### config.mk
export PLATFORM = sky130hd
export DESIGN_NAME = emsd_top
export DESIGN_NICKNAME = d
export VERILOG_FILES = /design/src/emsd_pkg.sv /design/src/emsd_top.sv
export SDC_FILE = /design/constraint.sdc
export NUM_CORES = 1
export LEC_CHECK = 0
export BUFFER_PORTS_ARGS = -buffer_cell sky130_fd_sc_hd__buf_2
export CAP_MARGIN = 25
export CORE_AREA = 2 2 69 71
export CTS_CLUSTER_SIZE = 40
export DETAILED_ROUTE_END_ITERATION = 8
export DIE_AREA = 0 0 71 73
export PLACE_DENSITY = 0.81
export SETUP_SLACK_MARGIN = 0.05
export SLEW_MARGIN = 20
export SYNTH_ARGS = -nofsm -noshare
export SYNTH_HDL_FRONTEND = slang
export SYNTH_SLANG_ARGS = --single-unit
### constraint.sdc
create_clock -name i_clk -period 1.6 [get_ports i_clk]
set_clock_uncertainty 0.2 [all_clocks]
set_input_delay 0.24 -clock i_clk [delete_from_list [all_inputs] [get_ports i_clk]]
set_output_delay 0.24 -clock i_clk [all_outputs]
set_load 0.05 [all_outputs]
### src/emsd_pkg.sv
// Constants, address map and variant codes for the expansion bus decode
package emsd_pkg;

    // ------------------------------------------------------------------
    // Bus widths
    // ------------------------------------------------------------------
    localparam int ADDR_W = 16;
    localparam int DATA_W = 8;

    // ------------------------------------------------------------------
    // Memory variants
    // ------------------------------------------------------------------
    typedef enum logic [1:0] {
        EMSD_VAR_RAM   = 2'h0,
        EMSD_VAR_ROM8  = 2'h1,
        EMSD_VAR_ROM32 = 2'h2
    } emsd_variant_type;

    // ------------------------------------------------------------------
    // Address map
    // ------------------------------------------------------------------
    localparam logic [15:0] RAM_CODE_TOP = 16'h1B3F;
    localparam logic [15:0] ALIAS_LO = 16'h1B40;
    localparam logic [15:0] ALIAS_HI = 16'h1FFF;
    localparam logic [15:0] REGS_LO = 16'h7B40;
    localparam logic [15:0] REGS_HI = 16'h7FFF;
    localparam logic [15:0] ALIAS_OFFSET = 16'h6000;
    localparam logic [15:0] ISO_LO = 16'h2000;
    localparam logic [15:0] ISO_HI = 16'h27FF;
    localparam logic [15:0] ROM8_DATA_TOP = 16'h07FF;
    localparam logic [15:0] ROM8_CODE_TOP = 16'h1FFF;
    localparam logic [15:0] ROM32_DATA_TOP = 16'h0FFF;
    localparam logic [15:0] ROM32_CODE_TOP = 16'h7FFF;

    // ------------------------------------------------------------------
    // Control fields
    // ------------------------------------------------------------------
    localparam int ISO_OFF_BIT = 0;
    localparam int RD_PIN_BIT = 1;
    localparam int WR_PIN_BIT = 0;

endpackage

### src/emsd_top.sv
// Address decode and strobe gating for the external memory expansion bus
// ----------------------------------------------------------------------
// Overview of operation
// - Drive 16-bit address, 8-bit data, read, write and fetch strobes.
// - External-code pin low: low region code and data come from chip RAM.
// - Pin low: fetches at 0x0000-0x1B3F raise no external fetch strobe.
// - Pin low: external code seen only for fetches 0x1B40-0xFFFF.
// - RAM variant: register and buffer block 0x7B40-0x7FFF also answers at 0x1B40-0x1FFF.
// - External moves to internal data regions raise no strobes or selects.
// - Read and write strobes never assert for on-chip addresses.
// - Select is low whenever any gated read, write or fetch strobe is low.
// - External-code pin high (RAM variant only): all fetches external, chip RAM is data only.
// - Isochronous-off setting is bit 0 of the isochronous control reg.
// - Isochronous off: 0x2000-0x27FF is chip data, external outputs quiet.
// - ROM variants: program memory from 0x0000, chip RAM is data only.
// - 8 KB ROM: data 0x0000-0x07FF, code 0x0000-0x1FFF on chip.
// - 32 KB ROM: code 0x0000-0x7FFF, data 0x0000-0x0FFF on chip.
// - ROM variants: data to on-chip ranges gives no read or write strobe.
// - ROM variants: fetches in on-chip program range give no fetch strobe.
// - The core is the only bus master; the address bus is output only.
// - Read and write strobes share two port pins while expansion is used.
// ----------------------------------------------------------------------
`timescale 1ns/1ps
`default_nettype none

module emsd_top #(
    parameter emsd_pkg::emsd_variant_type VARIANT = emsd_pkg::EMSD_VAR_RAM,
    parameter int ADDR_W = emsd_pkg::ADDR_W,
    parameter int DATA_W = emsd_pkg::DATA_W
) (
    // Clock and reset
    input wire logic i_clk,
    input wire logic i_rst,
    // Core bus, same clock, active high requests
    input wire logic [ADDR_W-1:0] i_core_addr,
    input wire logic i_core_rd,
    input wire logic i_core_wr,
    input wire logic i_core_fetch,
    input wire logic [DATA_W-1:0] i_core_wdata,
    output logic [DATA_W-1:0] o_core_rdata,
    // Configuration
    input wire logic i_external_code_select,
    input wire logic [7:0] i_iso_control_reg,
    input wire logic i_expansion_used,
    input wire logic [1:0] i_port_gpio_out,
    // Internal register block access
    output logic o_reg_block_sel,
    output logic [ADDR_W-1:0] o_reg_block_addr,
    // External memory pins
    output logic [ADDR_W-1:0] o_mem_addr,
    output logic [DATA_W-1:0] o_mem_wdata,
    output logic o_mem_data_oe,
    input wire logic [DATA_W-1:0] i_mem_rdata,
    output logic o_rd_strobe_n,
    output logic o_wr_strobe_n,
    output logic o_code_fetch_strobe_n,
    output logic o_mem_select_n,
    output logic o_mem_output_enable_n
);

    // ------------------------------------------------------------------
    // Elaboration checks
    // ------------------------------------------------------------------
    if (ADDR_W != emsd_pkg::ADDR_W) begin : g_bad_addr
        $error("emsd_top: address width must be 16");
    end
    if (DATA_W != emsd_pkg::DATA_W) begin : g_bad_data
        $error("emsd_top: data width must be 8");
    end
    if (VARIANT != emsd_pkg::EMSD_VAR_RAM &&
            VARIANT != emsd_pkg::EMSD_VAR_ROM8 &&
            VARIANT != emsd_pkg::EMSD_VAR_ROM32) begin : g_bad_var
        $error("emsd_top: unknown memory variant");
    end

    // ------------------------------------------------------------------
    // Pin synchronisers
    // ------------------------------------------------------------------
    // The strap may move at any time; decode only sees the second stage.
    logic ea_meta;
    logic ea_sync;
    logic [DATA_W-1:0] rdata_meta;
    logic [DATA_W-1:0] rdata_sync;

    always_ff @(posedge i_clk or posedge i_rst) begin
        if (i_rst) begin
            ea_meta <= 1'b0;
            ea_sync <= 1'b0;
            rdata_meta <= '0;
            rdata_sync <= '0;
        end else begin
            ea_meta <= i_external_code_select;
            ea_sync <= ea_meta;
            rdata_meta <= i_mem_rdata;
            rdata_sync <= rdata_meta;
        end
    end

    // ------------------------------------------------------------------
    // Address decode
    // ------------------------------------------------------------------
    logic iso_off;
    logic in_regs;
    logic in_alias;
    logic in_iso;
    logic data_int;
    logic code_int;

    always_comb begin
        iso_off = i_iso_control_reg[emsd_pkg::ISO_OFF_BIT];
        in_regs = i_core_addr >= emsd_pkg::REGS_LO &&
                  i_core_addr <= emsd_pkg::REGS_HI;
        in_alias = i_core_addr >= emsd_pkg::ALIAS_LO &&
                   i_core_addr <= emsd_pkg::ALIAS_HI;
        in_iso = iso_off && i_core_addr >= emsd_pkg::ISO_LO &&
                 i_core_addr <= emsd_pkg::ISO_HI;
        data_int = in_regs || in_iso;
        code_int = 1'b0;
        case (VARIANT)
            emsd_pkg::EMSD_VAR_ROM8: begin
                // Chip RAM is data only here
                data_int = data_int ||
                           i_core_addr <= emsd_pkg::ROM8_DATA_TOP;
                code_int = i_core_addr <= emsd_pkg::ROM8_CODE_TOP;
            end
            emsd_pkg::EMSD_VAR_ROM32: begin
                data_int = data_int ||
                           i_core_addr <= emsd_pkg::ROM32_DATA_TOP;
                code_int = i_core_addr <= emsd_pkg::ROM32_CODE_TOP;
            end
            default: begin
                // Whole low RAM and alias window are on chip
                data_int = data_int || i_core_addr <= emsd_pkg::ALIAS_HI;
                // Strap high sends every fetch outside
                code_int = !ea_sync &&
                           i_core_addr <= emsd_pkg::RAM_CODE_TOP;
            end
        endcase
    end

    // ------------------------------------------------------------------
    // Strobe gating and output registers
    // ------------------------------------------------------------------
    // One register stage keeps outputs glitch free; the decode itself adds
    // no wait state, so every access keeps its length.
    logic [ADDR_W-1:0] next_mem_addr;
    logic [DATA_W-1:0] next_mem_wdata;
    logic next_mem_data_oe;
    logic next_rd_n;
    logic next_wr_n;
    logic next_code_n;
    logic next_sel_n;
    logic next_oe_n;
    logic next_reg_sel;
    logic [ADDR_W-1:0] next_reg_addr;
    logic ext_rd;
    logic ext_wr;
    logic ext_fetch;
    logic pin_rd_n;
    logic pin_wr_n;

    always_comb begin
        ext_rd = i_core_rd && !data_int;
        ext_wr = i_core_wr && !data_int;
        ext_fetch = i_core_fetch && !code_int;
        next_mem_addr = i_core_addr;
        next_mem_wdata = i_core_wdata;
        next_mem_data_oe = ext_wr;
        pin_rd_n = !ext_rd;
        pin_wr_n = !ext_wr;
        // Shared port pins fall back to general purpose outputs
        next_rd_n = i_expansion_used ? pin_rd_n :
                    i_port_gpio_out[emsd_pkg::RD_PIN_BIT];
        next_wr_n = i_expansion_used ? pin_wr_n :
                    i_port_gpio_out[emsd_pkg::WR_PIN_BIT];
        next_code_n = !ext_fetch;
        next_sel_n = !(ext_rd || ext_wr || ext_fetch);
        next_oe_n = !(ext_rd || ext_fetch);
        next_reg_sel = (i_core_rd || i_core_wr) && (in_regs ||
                       (VARIANT == emsd_pkg::EMSD_VAR_RAM && in_alias));
        next_reg_addr = in_alias ?
                        ADDR_W'(i_core_addr + emsd_pkg::ALIAS_OFFSET) :
                        i_core_addr;
    end

    always_ff @(posedge i_clk or posedge i_rst) begin
        if (i_rst) begin
            o_mem_addr <= '0;
            o_mem_wdata <= '0;
            o_mem_data_oe <= 1'b0;
            o_rd_strobe_n <= 1'b1;
            o_wr_strobe_n <= 1'b1;
            o_code_fetch_strobe_n <= 1'b1;
            o_mem_select_n <= 1'b1;
            o_mem_output_enable_n <= 1'b1;
            o_reg_block_sel <= 1'b0;
            o_reg_block_addr <= '0;
        end else begin
            o_mem_addr <= next_mem_addr;
            o_mem_wdata <= next_mem_wdata;
            o_mem_data_oe <= next_mem_data_oe;
            o_rd_strobe_n <= next_rd_n;
            o_wr_strobe_n <= next_wr_n;
            o_code_fetch_strobe_n <= next_code_n;
            o_mem_select_n <= next_sel_n;
            o_mem_output_enable_n <= next_oe_n;
            o_reg_block_sel <= next_reg_sel;
            o_reg_block_addr <= next_reg_addr;
        end
    end

    assign o_core_rdata = rdata_sync;

    localparam bit IS_RAM = VARIANT == emsd_pkg::EMSD_VAR_RAM;
    localparam bit IS_ROM = VARIANT != emsd_pkg::EMSD_VAR_RAM;
endmodule

`default_nettype wire

**After elaboration in Yosys (flattened, before gate mapping)**

Index checks and enable logic that the tools add are counted.
W data, S select, Z words.

- Word-level logic and storage cells: 49
- Memories: 0
- Bits in registers: 65
- Bits in writable memories: 0
- Output and inout port bits: 55
- Bits of input ports: 49
- Bits in latches: 0
- Memory bits (read-only): 0

- Eq/ne operators: 0
- Div/mod/pow operators: 0
- Muxes and demuxes: 3
- Multipliers: 0
- Shift-type cells: 0
- Reduce and logical (&&, ||, !) cells: 24
- $add $sub $neg: 1
- Order comparisons: 7
- Bitwise gates (word level): 0

Operators by type and width:

| kind | count |
|---|---|
| $le A16 B13 Y1 const B | 2 |
| $add A16 B15 Y16 const B | 1 |
| $ge A16 B13 Y1 const B | 1 |
| $ge A16 B14 Y1 const B | 1 |
| $ge A16 B15 Y1 const B | 1 |
| $le A16 B14 Y1 const B | 1 |
| $le A16 B15 Y1 const B | 1 |
| $mux W16 | 1 |
| $logic_and A1 B1 Y1 | 9 |
| $logic_not A1 Y1 | 8 |
| $logic_or A1 B1 Y1 | 7 |
| $mux W1 | 2 |

**Logic depth before layout (Yosys ltp)**

Gate-level depths: netlist of the first run.

- Depth in word-level cells: 10
- Depth in mapped cells: 4
- Mapped depth without buffers: 4

**Worst setup path before layout of the first run**

No wires, ideal clock.

- Kind: input port to flip-flop
- From: in i_core_addr[11]
- To: reg o_mem_data_oe
- Arrival: 1.021 ns
- Required time: 1.281 ns
- Buffers on the path: 0
- Setup slack: 0.260 ns
- Stages on the path: 4
- Setup time: 0.119 ns
- Cell sequence: or3b_1 > a21oi_1 > o21bai_2 > and2_1

- Longest elaborated chain between the ends: 7
- Elaborated cells on any way between the ends: 12
- Classes of those cells: order compare: 5; reduce/logical: 7

Ends and longest elaborated chain:

| item | line | text |
|---|---|---|
| start: declaration | emsd_top.sv:35 | `input wire logic [ADDR_W-1:0] i_core_addr,` |
| $ge A16 B14 Y1 | emsd_top.sv:115 | `in_iso = iso_off && i_core_addr >= emsd_pkg::ISO_LO &&` |
| $logic_and A1 B1 Y1 (2 in a row) | emsd_top.sv:115 |  |
| $logic_or A1 B1 Y1 | emsd_top.sv:117 | `data_int = in_regs \|\| in_iso;` |
| $logic_or A1 B1 Y1 * | emsd_top.sv:133 | `data_int = data_int \|\| i_core_addr <= emsd_pkg::ALIAS_HI;` |
| $logic_not A1 Y1 * | emsd_top.sv:164 | `ext_wr = i_core_wr && !data_int;` |
| $logic_and A1 B1 Y1 * | emsd_top.sv:164 |  |
| named net ext_wr | emsd_top.sv:157 | `logic ext_wr;` |
| end signal: assignment | emsd_top.sv:201 | `o_mem_data_oe <= next_mem_data_oe;` |
| end: declaration | emsd_top.sv:52 | `output logic o_mem_data_oe,` |

Mark *: on every way through the listed nets, which the timed path passes. The rest lies on a longest branch.

**Worst setup path after layout of the first run**

- From: reg o_rd_strobe_n
- To: out o_rd_strobe_n

RTL lines:

| item | line | text |
|---|---|---|
| start: declaration | emsd_top.sv:54 | `output logic o_rd_strobe_n,` |
| start signal: assignment | emsd_top.sv:202 | `o_rd_strobe_n <= next_rd_n;` |

No word-level cell between the ends.

==> impl_metrics.env, run 1 <==
export IMPL_synthCells=95
export IMPL_cp_end_kind="output pin"
export IMPL_min_delay_start="i_core_fetch"
export IMPL_status="finished, final reports clean"
export IMPL_place_inst=234
export IMPL_hold_violations=0
export IMPL_synth_common_cells="47 x dfrtp_1, 13 x buf_4, 5 x dfstp_2"
export IMPL_diodes=0
export IMPL_yosysWarnings=0
export IMPL_wl_per_cell_microns=11.5
export IMPL_grt_pass1_wl_mm=4.97
export IMPL_layout_nets=276
export IMPL_drt_pass1_iter_count=3
export IMPL_relSlewSlack_pct=79.4
export IMPL_intPower_mw=2.02
export IMPL_path_clk_slew_ns=0.09
export IMPL_overflow=0
export IMPL_yosysMostFrequentCell="dfrtp_1"
export IMPL_rr_worst_depth=3
export IMPL_critical_path_class="reg -> out"
export IMPL_irDropWorstVdd_mv=0.582
export IMPL_synth_seq_cells=52
export IMPL_crit_path_end="o_rd_strobe_n"
export IMPL_setup_slack_ns=0.0776
export IMPL_slowest_delay_ns=0.54
export IMPL_grt_pass1_vias=1176
export IMPL_worstReg2RegStart="ea_sync$_DFF_PP0_"
export IMPL_hold_class="in -> reg"
export IMPL_grt_max_degree=32
export IMPL_worstMarginPinSlew_ns=0.308
export IMPL_grt_usage_pct=12.5
export IMPL_cts_tree="done"
export IMPL_drc_errors=0
export IMPL_syn_avg_cell_area_sq_um=16.8
export IMPL_post_place_ws_ns=0.0641
export IMPL_clkPwrFrac_pct=30.7
export IMPL_swShare_pct=28.3
export IMPL_cts_buffer_depth=2
export IMPL_seqPwrFrac_pct=50.0
export IMPL_tns_ns=0
export IMPL_yosys_area_top_type="dfrtp_1"
export IMPL_path_cells="buf_2"
export IMPL_synth_seq_area_share_pct=81.8
export IMPL_critPathBufInv=1
export IMPL_rsz0062_at_grt="false"
export IMPL_final_core_util_pct=57.0
export IMPL_cp_data_required_time_ns=1.16
export IMPL_vias=1188
export IMPL_path_delay_family="flip-flops"
export IMPL_cts_buffers=5
export IMPL_fin_cells=281
export IMPL_area_growth_synth_to_final_pct=61.9
export IMPL_clkLatencyLatePin_ns=0.29
export IMPL_cts_sinks=52
export IMPL_ys_top_cells_by_area="dfrtp_1 74%, dfstp_2 8.2%, buf_4 6.1%"
export IMPL_port_buffers=96
export IMPL_gp_congestion=0.646
export IMPL_comb_power_share_pct=19.4
export IMPL_netlist_area_sq_um=1600
export IMPL_leakagePower_nw=1.29
export IMPL_yosysUniqueCellTypes=23
export IMPL_r2r_slack_ns=0.49
export IMPL_die_w_microns=71
export IMPL_setup_viol=0
export IMPL_h_tree_depth=2
export IMPL_crit_cells=1
export IMPL_ys_dominant_reg_cell="dfrtp_1"
export IMPL_synth_top_area_share_pct=73.6
export IMPL_drtIter0Drc=46
export IMPL_dieHeight_microns=73
export IMPL_pin_count=104
export IMPL_wirelength_mm=3.22
export IMPL_viasPerCell=4.23
export IMPL_worstPathMaxFanout=1
export IMPL_drv_slew=0
export IMPL_antenna_found_initial=0
export IMPL_crit_start="o_rd_strobe_n$_DFF_PP1_"
export IMPL_die_area_sq_um=5180
export IMPL_synth_edf_count=0
export IMPL_maxCapViolCount=0
export IMPL_num_rows=25
export IMPL_drive_above_1_share_pct=52.0
export IMPL_synth_async_reset_ratio_pct=100
export IMPL_synthesis_nets=145
export IMPL_power_density_nw_per_um2=1090
export IMPL_cpMaxStageDelayCell="dfstp_2"
export IMPL_ctsRootBufferMaster="clkbuf_8"
export IMPL_arrival_ns=1.08
export IMPL_r2r_end="o_mem_output_enable_n$_DFF_PP1_"
export IMPL_ant_nets=0
export IMPL_crit_path_start_kind="register"
export IMPL_total_power_mw=2.82
export IMPL_period_share_pct=95.1
export IMPL_final_min_clock_period_ns=1.52
export IMPL_p_switching_mw=0.796
export IMPL_initial_utilization_pct=35.2
export IMPL_core_sq_um=4540
export IMPL_timing_fmax_mhz=657
-- timing repair --
action | 4_1_cts | 5_1_grt
endpoints found under the hold margin | 85 | 0
setup buffers | 0 | 0
gates resized for setup | 0 | 1
hold buffers | 39 | 0
setup endpoints to repair | 0 | 2
-- flip-flops by register name, indices dropped and copies added, names as in the netlist --
signal,flops
o_code_fetch_strobe_n,1
ea_meta,1
o_mem_addr,16
o_rd_strobe_n,1
o_mem_data_oe,1
rdata_meta,8
ea_sync,1
o_core_rdata,8
o_mem_output_enable_n,1
o_reg_block_addr,3
o_mem_wdata,8
o_mem_select_n,1
o_wr_strobe_n,1
o_reg_block_sel,1
-- stage by stage --
step | hold slack [ns] | cell area, sq um
final | 0.0286 | 2590
after global routing | 0.0505 | 2590
after CTS | 0.0218 | 2580
after detailed placement | 0.00722 | 2080
after global placement | 0.00256 | 2080
after floorplan | 0.0714 | 1600
-- cell families after synthesis --
kind of cell    after synthesis  synth area share [%]
compound gates               12                  5.72
xor+xnor                      1                 0.548
fa+ha+maj                     1                 0.783
buf+inv                      18                  7.28
flops                        52                  81.8
simple gates                 11                  3.84
-- layout by cell type (no fill, tap or decap), drive strengths merged, types with 2 or more instances in the layout --
cell,netlist,final
buf,13,98
dfrtp,47,47
dlygate4sd3,0,39
clkbuf,0,5
dfstp,5,5
a21oi,4,4
inv,5,4
nand2,3,3
nor2,2,2
a31oi,2,2
clkinvlp,0,2
o21bai,2,2
-- power groups by stage --
stage	combinational (mW)	clock [mW]	sequential, mW
final	0.546	0.864	1.41
after global routing	0.577	0.946	1.42
after CTS	0.550	0.895	1.41
after detailed placement	0.476	0	1.43
after global placement	0.471	0	1.43
after floorplan	0.136	0	1.64
-- worst min path at each step --
stage	slack, ns	cells past startpoint	endpoint
after floorplan	0.07	0	ea_meta$_DFF_PP0_
after global placement	0.003	2	o_core_rdata[1]$_DFF_PP0_
after detailed placement	0.007	2	o_core_rdata[1]$_DFF_PP0_
after CTS	0.02	3	o_code_fetch_strobe_n$_DFF_PP1_
after global routing	0.05	3	o_code_fetch_strobe_n$_DFF_PP1_
final	0.03	3	o_code_fetch_strobe_n$_DFF_PP1_
-- area by class of cell --
class	count	area [sq um]
Inverter	5	22.5
Clock buffer	5	68.8
Clock inverter	3	42.5
Tap cell	54	67.6
Timing Repair Buffer	137	898
Fill cell	373	1950
Multi-Input combinational cell	25	179
Sequential cell	52	1310
-- layer usage --
metal  GRT usage (%)  wire length (microns)  vias up
li1                -                      -      551
met2            24.5                   1770       66
met5               0                      0        -
met3            3.73                    287        4
met1            11.9                   1130      567
met4            5.66                     34        0
Note: power is estimated with default switching activity, not from simulation.
==> run 2: changes to the inputs <==
ABC_AREA = 1   (was unset)
CORE_AREA = 2 2 70 72   (was 2 2 69 71)
DIE_AREA = 0 0 72 74   (was 0 0 71 73)
PLACE_DENSITY = 0.8   (was 0.81)
==> run 2 against run 1 <==
Against the previous run: the run now ends with negative hold slack left; highest routed layer unchanged; clock power shrank 12%; first-iteration DRC count decreased by 37%; via count increased by 3.0%.
==> impl_metrics.env, run 2 <==
export IMPL_status="finished, violations left"
export IMPL_violations="negative hold slack"
export IMPL_h_tree_depth=2
export IMPL_dieHeight_microns=74
export IMPL_maxCapViolCount=0
export IMPL_synth_common_cells="47 x dfrtp_1, 15 x nand2_1, 13 x buf_4"
export IMPL_drtIter0Drc=29
export IMPL_final_core_util_pct=57.9
export IMPL_crit_path_start_kind="input port"
export IMPL_worstMarginPinSlew_ns=0.401
export IMPL_setup_slack_ns=0.0847
export IMPL_port_buffers=96
export IMPL_rsz0062_at_grt="true"
export IMPL_cp_end_kind="register"
export IMPL_leakagePower_nw=1.41
export IMPL_grt_pass1_wl_mm=5.64
export IMPL_slowest_delay_ns=0.54
export IMPL_num_rows=25
export IMPL_dp_hpwl_mm=2.44
export IMPL_pin_count=104
export IMPL_netlist_area_sq_um=1630
export IMPL_cts_buffer_depth=2
export IMPL_worstPathMaxFanout=1
export IMPL_synth_seq_area_share_pct=80.3
export IMPL_timing_fmax_mhz=660
export IMPL_drc_errors=0
export IMPL_yosysUniqueCellTypes=16
export IMPL_viasPerCell=4.11
export IMPL_drv_slew=0
export IMPL_area_growth_synth_to_final_pct=63.3
export IMPL_period_share_pct=94.7
export IMPL_critPathBufInv=3
export IMPL_vias=1224
export IMPL_multi_input_area_sq_um=199
export IMPL_die_w_microns=72
export IMPL_synthCells=110
export IMPL_largest_reg_flops=16
export IMPL_ctsRootBufferMaster="clkbuf_8"
export IMPL_synth_seq_cells=52
export IMPL_finalInstanceArea_sq_um=2660
export IMPL_regMostFlops="o_mem_addr"
export IMPL_layout_nets=294
export IMPL_whs_ns=-0.0205
export IMPL_synth_async_reset_ratio_pct=100
export IMPL_hold_class="in -> reg"
export IMPL_wirelength_mm=3.57
export IMPL_synthesis_nets=160
export IMPL_hold_violations=1
export IMPL_dpl_cell_area_sq_um=2100
export IMPL_clkLatencyLatePin_ns=0.28
export IMPL_tns_ns=0
export IMPL_syn_avg_cell_area_sq_um=14.8
export IMPL_initial_utilization_pct=35.4
export IMPL_dr_wl_met2_mm=2.00
export IMPL_yosys_area_top_type="dfrtp_1"
export IMPL_yosysMostFrequentCell="dfrtp_1"
export IMPL_place_inst=249
export IMPL_diodes=0
export IMPL_gp_congestion=0.712
export IMPL_path_clk_slew_ns=0.08
export IMPL_post_place_ws_ns=0.316
export IMPL_num_fill_cells=388
export IMPL_cpMaxStageDelayCell="dlygate4sd3_1"
export IMPL_drive_above_1_share_pct=49.6
export IMPL_final_cell_mix="92 x buf_2, 47 x dfrtp_1, 40 x dlygate4sd3_1"
export IMPL_synth_edf_count=0
export IMPL_ant_nets=0
export IMPL_yosysWarnings=0
export IMPL_wl_met1_mm=1.36
export IMPL_synth_top_area_share_pct=72.2
export IMPL_path_delay_family="buffers and inverters"
export IMPL_grt_max_degree=34
export IMPL_power_density_nw_per_um2=1030
export IMPL_drt_pass1_iter_count=3
export IMPL_arrival_ns=1.54
export IMPL_overflow=0
export IMPL_grt_pass1_vias=1320
export IMPL_grt_usage_pct=14.1
export IMPL_cp_data_required_time_ns=1.63
export IMPL_cts_tree="done"
export IMPL_critical_path_class="in -> reg"
export IMPL_final_common_cell="buf_2"
export IMPL_ys_dominant_reg_cell="dfrtp_1"
export IMPL_path_cells="dlygate4sd3_1, buf_2, nand2_1, dlygate4sd3_1, nand2_1"
export IMPL_final_seq_area_sq_um=1310
export IMPL_cts_sinks=52
export IMPL_setup_viol=0
export IMPL_relSlewSlack_pct=73.3
export IMPL_final_min_clock_period_ns=1.52
export IMPL_antenna_found_initial=0
export IMPL_die_area_sq_um=5330
export IMPL_ys_top_cells_by_area="dfrtp_1 72%, dfstp_2 8.1%, buf_4 6.0%"
export IMPL_core_sq_um=4600
export IMPL_total_power_mw=2.74
export IMPL_wl_met3_microns=203
export IMPL_cts_buffers=5
export IMPL_maxUsedRoutingLayer="met4"
export IMPL_fin_cells=298
export IMPL_wl_per_cell_microns=12.0
export IMPL_r2r_slack_ns=0.58
export IMPL_irDropWorstVdd_mv=0.472
[run 2: timing repair]
item / 4_1_cts / 5_1_grt
hold buffers: 42 / 3
endpoints found under the setup margin: 0 / 8
endpoints found under the hold margin: 85 / 3
buffers inserted: 0 / 1
gates resized for setup: 0 / 11
[run 2: tightest hold or removal path: stages]
cell and delay, ns:
buf_2 0.08, inv_1 0.04, nand2_1 0.05, nand2_1 0.05
[run 2: per-layer routing]
| layer | GRT usage [%] | vias to the layer above |
|---|---|---|
| met5 | 0 | - |
| met1 | 15.3 | 582 |
| met4 | 5.66 | 0 |
| met2 | 27.0 | 54 |
| met3 | 2.85 | 2 |
| li1 | - | 586 |
[run 2: path summary, 6_finish.rpt]
path | start | to | depth (start not counted)
setup / recovery | i_port_gpio_out[0] | o_wr_strobe_n$_DFF_PP1_ | 5
hold / removal | i_expansion_used | o_rd_strobe_n$_DFF_PP1_ | 4
setup reg to reg | ea_sync$_DFF_PP0_ | o_mem_select_n$_DFF_PP1_ | 5
hold reg to reg | rdata_meta[5]$_DFF_PP0_ | o_core_rdata[5]$_DFF_PP0_ | 0
max in group asynchronous | i_rst | o_mem_addr[4]$_DFF_PP0_ | 4
min in group asynchronous | i_rst | o_mem_addr[11]$_DFF_PP0_ | 4
[run 2: cells by family (layout without fill, tap and decap cells)]
| logic type | count (synthesis) | in the layout | share of synthesized area, % |
|---|---|---|---|
| AND/OR/NAND/NOR | 29 | 29 | 8.45 |
| buffers and inverters | 25 | 159 | 8.76 |
| adder cells (fa/ha/maj) | 1 | 1 | 0.768 |
| flip-flops | 52 | 52 | 80.3 |
| AO/OA/AOI/OAI | 3 | 3 | 1.77 |
[run 2: final cells by class]
class / count / share of cell area (%)
clock buffer: 7 / 3.62
sequential: 52 / 49.2
timing repair buffer: 140 / 35.4
tap: 54 / 2.54
multi-input combinational: 33 / 7.48
inverter: 12 / 1.83
[run 2: power breakdown]
group	switching [mW]	internal, mW	leakage (nW)
clock network	0.373	0.385	0.0503
registers	0.0212	1.39	0.603
logic	0.389	0.179	0.753
total	0.783	1.95	1.41
